### config.mk
export PLATFORM = sky130hd
export DESIGN_NAME = clk_mode_ctrl
export DESIGN_NICKNAME = d
export VERILOG_FILES = /design/src/rtl/clk_mode_pkg.sv /design/src/rtl/osc_if.sv /design/src/rtl/osc_tick_gen.sv /design/src/rtl/clk_mode_ctrl.sv
export SDC_FILE = /design/constraint.sdc
export NUM_CORES = 1
export LEC_CHECK = 0
export ABC_AREA = 0
export BUFFER_PORTS_ARGS = -buffer_cell sky130_fd_sc_hd__buf_2
export CAP_MARGIN = 20
export CORE_AREA = 5 5 86 88
export CTS_CLUSTER_DIAMETER = 150
export DETAILED_ROUTE_END_ITERATION = 10
export DIE_AREA = 0 0 91 93
export PLACE_DENSITY = 0.79
export SLEW_MARGIN = 20
export SYNTH_ARGS = -nofsm -noshare
export SYNTH_HDL_FRONTEND = slang
export SYNTH_HIERARCHICAL = 1
export SYNTH_SLANG_ARGS = --single-unit
### constraint.sdc
create_clock -name clk -period 6.35 [get_ports clk]
set_input_delay 0.9525 -clock clk [delete_from_list [all_inputs] [get_ports clk]]
set_output_delay 0.9525 -clock clk [all_outputs]
set_load 0.01 [all_outputs]
### src/rtl/clk_mode_pkg.sv
// constants and types of the system clock and power mode controller
package clk_mode_pkg;

    // =========================================================
    // clock rate and oscillator rates
    localparam int unsigned CLK_FREQ_HZ = 40_000_000;
    localparam int unsigned FAST_2M_HZ = 2_000_000;
    localparam int unsigned FAST_4M_HZ = 4_000_000;
    localparam int unsigned FAST_8M_HZ = 8_000_000;
    localparam int unsigned SLOW_OSC_HZ = 32_000;
    localparam int unsigned OSC_DIV_W = 11;
    localparam logic [OSC_DIV_W-1:0] FAST_2M_DIV = OSC_DIV_W'(CLK_FREQ_HZ / FAST_2M_HZ);
    localparam logic [OSC_DIV_W-1:0] FAST_4M_DIV = OSC_DIV_W'(CLK_FREQ_HZ / FAST_4M_HZ);
    localparam logic [OSC_DIV_W-1:0] FAST_8M_DIV = OSC_DIV_W'(CLK_FREQ_HZ / FAST_8M_HZ);
    localparam logic [OSC_DIV_W-1:0] SLOW_OSC_DIV = OSC_DIV_W'(CLK_FREQ_HZ / SLOW_OSC_HZ);

    // =========================================================
    // fast oscillator start-up time, least time so rounded up
    localparam int unsigned FAST_OSC_SETTLE_NS = 1000;
    localparam int unsigned CLK_PERIOD_NS = 25;
    localparam int unsigned FAST_OSC_SETTLE_CYC =
        (FAST_OSC_SETTLE_NS + CLK_PERIOD_NS - 1) / CLK_PERIOD_NS;
    localparam int unsigned SETTLE_W = 12;

    // =========================================================
    // field encodings and reset values
    localparam logic [2:0] SEL_SUB_CLK = 3'h7;
    localparam logic [1:0] FREQ_2M = 2'h0;
    localparam logic [1:0] FREQ_4M = 2'h1;
    localparam logic [1:0] FREQ_8M = 2'h2;
    localparam logic [1:0] FREQ_SEL_RESET = 2'h0;

    // one-hot operating mode as reported outward
    localparam int unsigned MODE_FAST = 0;
    localparam int unsigned MODE_SLOW = 1;
    localparam int unsigned MODE_SLEEP = 2;
    localparam int unsigned MODE_IDLE_SUB = 3;
    localparam int unsigned MODE_IDLE_BOTH = 4;
    localparam int unsigned MODE_IDLE_FAST = 5;

    typedef enum logic [4:0] {
        ST_RUN = 5'h01,
        ST_SLEEP = 5'h02,
        ST_IDLE_SUB = 5'h04,
        ST_IDLE_BOTH = 5'h08,
        ST_IDLE_FAST = 5'h10
    } power_state_t;

endpackage : clk_mode_pkg

### src/rtl/osc_if.sv
// control and tick of one emulated oscillator
`timescale 1ns/1ps
interface osc_if
    import clk_mode_pkg::*;
();
    logic run;
    logic [OSC_DIV_W-1:0] period;
    logic tick;

    modport gen (input run, input period, output tick);
    modport ctrl (output run, output period, input tick);
endinterface : osc_if

### src/rtl/osc_tick_gen.sv
// emulated oscillator: one-cycle tick every period cycles while running
`timescale 1ns/1ps
module osc_tick_gen
    import clk_mode_pkg::*;
(
    input wire logic clk,
    input wire logic sys_rst,
    osc_if.gen osc
);

    logic [OSC_DIV_W-1:0] count_reg;
    logic tick_reg;

    // =========================================================
    // counter
    always_ff @(posedge clk)
    begin
        if (sys_rst || !osc.run)
        begin
            count_reg <= '0;
            tick_reg <= 1'b0;
        end
        else if (count_reg >= osc.period - OSC_DIV_W'(1))
        begin
            count_reg <= '0;
            tick_reg <= 1'b1;
        end
        else
        begin
            count_reg <= count_reg + OSC_DIV_W'(1);
            tick_reg <= 1'b0;
        end
    end

    assign osc.tick = tick_reg;

endmodule : osc_tick_gen

### src/rtl/clk_mode_ctrl.sv
// system clock selection and cpu-off power mode controller
`timescale 1ns/1ps
module clk_mode_ctrl
    import clk_mode_pkg::*;
#(
    parameter int unsigned SETTLE_CYC = FAST_OSC_SETTLE_CYC
)
(
    input wire logic clk,
    input wire logic sys_rst,
    input wire logic [2:0] sysclk_select,
    input wire logic fast_osc_keep_on_halt,
    input wire logic slow_osc_keep_on_halt,
    input wire logic [1:0] fast_osc_freq_sel,
    input wire logic fast_osc_enable,
    input wire logic halt_req,
    input wire logic wake_req,
    input wire logic power_down_flag_clear,
    output logic fast_osc_stable_flag,
    output logic power_down_flag,
    output logic watchdog_timeout_flag_clear,
    output logic watchdog_timer_clear,
    output logic cpu_run,
    output logic [5:0] op_mode,
    output logic sys_clk_en,
    output logic fast_clk_en,
    output logic sub_clk_en,
    output logic slow_osc_clk_en,
    output logic watchdog_clk_en,
    output logic timebase_clk_en
);

    power_state_t state_reg;
    power_state_t state_next;
    logic halted;
    logic sel_is_sub;
    logic fast_osc_on;
    logic fast_on_reg;
    logic [1:0] freq_req_reg;
    logic [1:0] freq_applied_reg;
    logic [SETTLE_W-1:0] settle_reg;
    logic stable_reg;
    logic had_clock_reg;
    logic [5:0] div_count_reg;
    logic [5:0] div_limit;
    logic fast_tick_ok;
    logic sys_tick;
    logic sys_run;
    logic sub_run;
    logic pdf_reg;

    osc_if fast_osc ();
    osc_if slow_osc ();

    // =========================================================
    // power state
    assign sel_is_sub = (sysclk_select == SEL_SUB_CLK);
    // cpu is off in every state but run
    assign halted = (state_reg != ST_RUN);

    always_comb
    begin
        state_next = state_reg;
        case (state_reg)
            ST_RUN:
            begin
                if (halt_req)
                begin
                    case ({fast_osc_keep_on_halt, slow_osc_keep_on_halt})
                        2'b00: state_next = ST_SLEEP;
                        2'b01: state_next = ST_IDLE_SUB;
                        2'b11: state_next = ST_IDLE_BOTH;
                        default: state_next = ST_IDLE_FAST;
                    endcase
                end
            end
            ST_SLEEP, ST_IDLE_SUB, ST_IDLE_BOTH, ST_IDLE_FAST:
            begin
                if (wake_req)
                begin
                    state_next = ST_RUN;
                end
            end
            default: state_next = ST_RUN;
        endcase
    end

    always_ff @(posedge clk)
    begin
        if (sys_rst)
        begin
            state_reg <= ST_RUN;
        end
        else
        begin
            state_reg <= state_next;
        end
    end

    // =========================================================
    // power-down side effects
    always_ff @(posedge clk)
    begin
        if (sys_rst)
        begin
            pdf_reg <= 1'b0;
            watchdog_timeout_flag_clear <= 1'b0;
            watchdog_timer_clear <= 1'b0;
        end
        else
        begin
            // set wins over a clear in the same cycle
            // a halt while already halted is refused, so only a taken halt counts
            if (!halted && halt_req)
            begin
                pdf_reg <= 1'b1;
            end
            else if (power_down_flag_clear)
            begin
                pdf_reg <= 1'b0;
            end
            watchdog_timeout_flag_clear <= !halted && halt_req;
            watchdog_timer_clear <= !halted && halt_req;
        end
    end

    assign power_down_flag = pdf_reg;

    // =========================================================
    // fast oscillator enable and settling
    always_comb
    begin
        case (state_reg)
            ST_RUN: fast_osc_on = !sel_is_sub || fast_osc_enable;
            ST_IDLE_BOTH, ST_IDLE_FAST: fast_osc_on = 1'b1;
            default: fast_osc_on = 1'b0;
        endcase
    end

    // new frequency only takes effect once the oscillator reports stable
    // flag drops while off, so software must wait again after a re-enable
    always_ff @(posedge clk)
    begin
        if (sys_rst)
        begin
            fast_on_reg <= 1'b0;
            freq_req_reg <= FREQ_SEL_RESET;
            freq_applied_reg <= FREQ_SEL_RESET;
            settle_reg <= '0;
            stable_reg <= 1'b0;
            had_clock_reg <= 1'b0;
        end
        else
        begin
            fast_on_reg <= fast_osc_on;
            freq_req_reg <= fast_osc_freq_sel;
            if (!fast_osc_on)
            begin
                stable_reg <= 1'b0;
                had_clock_reg <= 1'b0;
                settle_reg <= '0;
            end
            else if (!fast_on_reg || fast_osc_freq_sel != freq_req_reg)
            begin
                stable_reg <= 1'b0;
                settle_reg <= '0;
            end
            else if (!stable_reg)
            begin
                if (settle_reg >= SETTLE_W'(SETTLE_CYC - 1))
                begin
                    stable_reg <= 1'b1;
                    had_clock_reg <= 1'b1;
                    freq_applied_reg <= freq_req_reg;
                end
                else
                begin
                    settle_reg <= settle_reg + SETTLE_W'(1);
                end
            end
        end
    end

    assign fast_osc_stable_flag = stable_reg;

    // =========================================================
    // oscillator emulation
    always_comb
    begin
        case (freq_applied_reg)
            FREQ_4M: fast_osc.period = FAST_4M_DIV;
            FREQ_8M: fast_osc.period = FAST_8M_DIV;
            default: fast_osc.period = FAST_2M_DIV;
        endcase
    end

    // old frequency keeps running through a change; a cold start waits
    assign fast_osc.run = fast_osc_on && had_clock_reg;
    assign slow_osc.period = SLOW_OSC_DIV;
    assign slow_osc.run = 1'b1;

    osc_tick_gen fast_gen (
        .clk(clk),
        .sys_rst(sys_rst),
        .osc(fast_osc)
    );

    osc_tick_gen slow_gen (
        .clk(clk),
        .sys_rst(sys_rst),
        .osc(slow_osc)
    );

    // =========================================================
    // system clock divider
    assign div_limit = 6'((7'h01 << sysclk_select) - 7'h01);
    assign fast_tick_ok = fast_osc.tick && (div_count_reg >= div_limit);

    always_ff @(posedge clk)
    begin
        if (sys_rst || sel_is_sub)
        begin
            div_count_reg <= '0;
        end
        else if (fast_osc.tick)
        begin
            div_count_reg <= fast_tick_ok ? 6'h00 : div_count_reg + 6'h01;
        end
    end

    always_comb
    begin
        case (state_reg)
            ST_RUN, ST_IDLE_BOTH: sys_run = 1'b1;
            ST_IDLE_SUB: sys_run = sel_is_sub;
            ST_IDLE_FAST: sys_run = !sel_is_sub;
            default: sys_run = 1'b0;
        endcase
    end

    assign sub_run = (state_reg == ST_RUN) || (state_reg == ST_IDLE_SUB)
        || (state_reg == ST_IDLE_BOTH);
    assign sys_tick = sel_is_sub ? slow_osc.tick : fast_tick_ok;

    // =========================================================
    // registered clock enables and status
    always_ff @(posedge clk)
    begin
        if (sys_rst)
        begin
            sys_clk_en <= 1'b0;
            fast_clk_en <= 1'b0;
            sub_clk_en <= 1'b0;
            slow_osc_clk_en <= 1'b0;
            watchdog_clk_en <= 1'b0;
            timebase_clk_en <= 1'b0;
            cpu_run <= 1'b0;
            op_mode <= 6'h00;
        end
        else
        begin
            sys_clk_en <= sys_run && sys_tick;
            fast_clk_en <= fast_osc.tick;
            sub_clk_en <= sub_run && slow_osc.tick;
            slow_osc_clk_en <= slow_osc.tick;
            watchdog_clk_en <= slow_osc.tick;
            timebase_clk_en <= sub_run && slow_osc.tick;
            cpu_run <= (state_next == ST_RUN);
            op_mode <= 6'h00;
            case (state_next)
                ST_RUN: op_mode[sel_is_sub ? MODE_SLOW : MODE_FAST] <= 1'b1;
                ST_SLEEP: op_mode[MODE_SLEEP] <= 1'b1;
                ST_IDLE_SUB: op_mode[MODE_IDLE_SUB] <= 1'b1;
                ST_IDLE_BOTH: op_mode[MODE_IDLE_BOTH] <= 1'b1;
                ST_IDLE_FAST: op_mode[MODE_IDLE_FAST] <= 1'b1;
                default: op_mode <= 6'h00;
            endcase
        end
    end

endmodule : clk_mode_ctrl

==> impl_metrics.yaml <==
timing:
  max_freq_mhz: 320
  finalSetupViolCount: 0
  worst_pin_slew_ps: 895
  hold_slack_ps: 465
  post-route-min-period_ps: 3130
  fin_tns_setup_ps: 0
  hold_viol: 0
  fin_skew_ps: 8.75
  rsz0062_at_grt: "false"
  fin_crit_sh: 0.493
  relSlewSlack: 0.400
  slew_viol_final: 0
detailed_routing:
  dr.pass1.iters: 5
  vias: 3014
  detail_route.wl_per_cell_um: 11.6
  viasPerCell: 5.19
  drt_iter0_markers: 84
  drc: 0
  antenna_left: 0
  routed_wl_mm: 6.76
yosys:
  synth_area_leader_cell: "dfxtp_1"
  synth_area_um2: 3860
  synthDistinctLibCells: 56
  synth_most_common_cell: "dfxtp_1"
  syn_avg_cell_area_um2: 9.08
  async_flop_share: 0
  synthXorXnorAreaFrac: 0.104
  synth_edf_count: 0
  synth_commonest_cells: "dfxtp_1 (67), ha_1 (38), nor3_1 (31)"
  synth_fa_ha_area_frac: 0.123
  ys_ff_latch: 67
  synth_top_family_by_area: "simple AND/OR/NAND/NOR gates"
  netlist_instances: 425
  muxShareOfSynthArea: 0.0130
  synth_top_area_share: 0.348
  synth_simple_gate_area_frac: 0.269
  synth_compound_area_frac: 0.101
  yosys_warnings: 6
  ys_seq_area_frac: 0.348
  ys_top_cells_by_area: "dfxtp_1 (35%), ha_1 (12%), xnor2_1 (5.7%)"
  synth_ff_type: "dfxtp_1"
clocking:
  cts.sinks: 67
  clockBufferDepth: 2
  clk_latency_ps: 340
  path_clk_slew_ps: 70
  cts_setup_buffers: 0
  ctsHtreeMaxLevel: 3
  ctsResizeCount: 0
  ctsHoldBuffers: 0
  cts_tree: "yes"
  root_buffer: "clkbuf_8"
  cts_made_buffers: 9
grt:
  grt_antenna_before_repair: 0
  track_usage: 0.173
  grt_max_degree: 36
  grt-ovfl-total: 0
  grt_pass1_wl_mm: 12.2
  grt_pass1_vias: 2841
place:
  gp_congestion: 0.763
  io_buffers: 29
  dpl-instance-area_um2: 4200
  hpwl_mm: 5.17
worst_setup_path:
  reg2regPathDepth: 12
  worst-endpoint-required_ps: 6640
  critPathKind: "input port to flop"
  rr_endpoint: "fast_gen/count_reg[2]"
  path_max_fanout: 7
  r2r_start: "freq_applied_reg[1]"
  crit_path_start_kind: "input port"
  rrSetupSlack_ps: 3540
  endpoint_kind: "flop"
  cp.arrival_ps: 3420
hold_path:
  hold_depth: 1
  min-delay-start: "settle_reg[7]"
  hold_class: "flop to flop"
  hold-path-endpoint: "settle_reg[7]"
floorplanning:
  start_util: 0.587
  fp.coreArea_um2: 6570
  io_pins: 30
  die_w_um: 91
  die_area_um2: 8460
  die_h_um: 93
  rows: 30
cells_and_area:
  stdcell_area_um2: 4420
  layout.nets: 547
  diodes: 0
  n_fill_cell: 515
  multi_input_area_um2: 2540
  regArea_um2: 1340
  layout-drive-gt1-share: 0.156
  syn_to_final_growth_pct: 14.7
  largest_reg_flops: 12
status:
  status: "finished clean"
power:
  p_total_mw: 0.895
  p_clk_frac: 0.441
  powerDensity_nw_per_um2: 202
  swShare: 0.233
  seqPwrFrac: 0.483
  p_leak_nw: 1.81
  internal-power_mw: 0.686
  peakVddDrop_mv: 0.131
  p_comb_frac: 0.076
  p_switching_mw: 0.208
flow_run:
  max-cap-violations: 0
[cell type report]
cell class                      count  area share
Timing Repair Buffer               29      0.0328
Clock buffer                       10      0.0311
Multi-Input combinational cell    369       0.574
Clock inverter                      6      0.0198
Inverter                           20      0.0170
Sequential cell                    67       0.303
Tap cell                           80      0.0226
[cell families after synthesis]
group,after synthesis
other cells,2
flops,67
fa+ha+maj,38
simple gates,178
xor+xnor,46
buf+inv,36
compound gates,53
mux,5
[cell usage in the layout, fill, tap and decap left out, types with 20 or more instances in the layout]
cell,synthesis,routed
inv_1,20,20
nor3_1,31,31
a21oi_1,21,21
buf_2,5,29
xnor2_1,25,25
dfxtp_1,67,67
ha_1,38,38
nor2_1,30,30
nand3_1,26,26
xor2_1,21,21
conb_1,2,49
[worst max-delay path: stages]
cell and delay [ps]:
buf_2 130, or3_1 400, ha_1 240, nor3_1 160, a21o_1 100, a21oi_1 60
ha_1 270, nand2_1 70, or2_2 290, o221ai_1 490, and3_1 240
[metrics by stage]
step	std cells	setup slack (ps)	utilization
detailed placement	565	2880	0.639
global placement	565	2960	0.639
floorplan	472	3270	-
CTS	581	3240	0.674
finish	581	3220	0.674
global route	581	3130	0.674
[how the worst max path moves through the flow]
stage                          start          to  slack, ps  cells after the start
finish              sysclk_select[0]  sys_clk_en       3220                     11
CTS                 sysclk_select[0]  sys_clk_en       3240                     11
floorplan           sysclk_select[0]  sys_clk_en       3270                     10
global placement    sysclk_select[0]  sys_clk_en       2960                     11
detailed placement  sysclk_select[0]  sys_clk_en       2880                     11
global route        sysclk_select[0]  sys_clk_en       3130                     11
[power groups by stage]
stage	sequential (mW)	clock (mW)	combinational [mW]
floorplan	0.441	0	0.0504
global placement	0.441	0	0.0642
detailed placement	0.441	0	0.0665
CTS	0.432	0.401	0.0670
global route	0.433	0.425	0.0782
finish	0.432	0.394	0.0682
[layer usage]
metal | track usage | vias to the layer above | part of all wire
li1 | - | 1584 | -
met1 | 0.210 | 1384 | 0.46
met2 | 0.293 | 37 | 0.49
met3 | 0.0330 | 9 | 0.032
met4 | 0.0807 | 0 | 0.017
met5 | 0 | - | 0
Note: power is estimated with default switching activity, not from simulation.
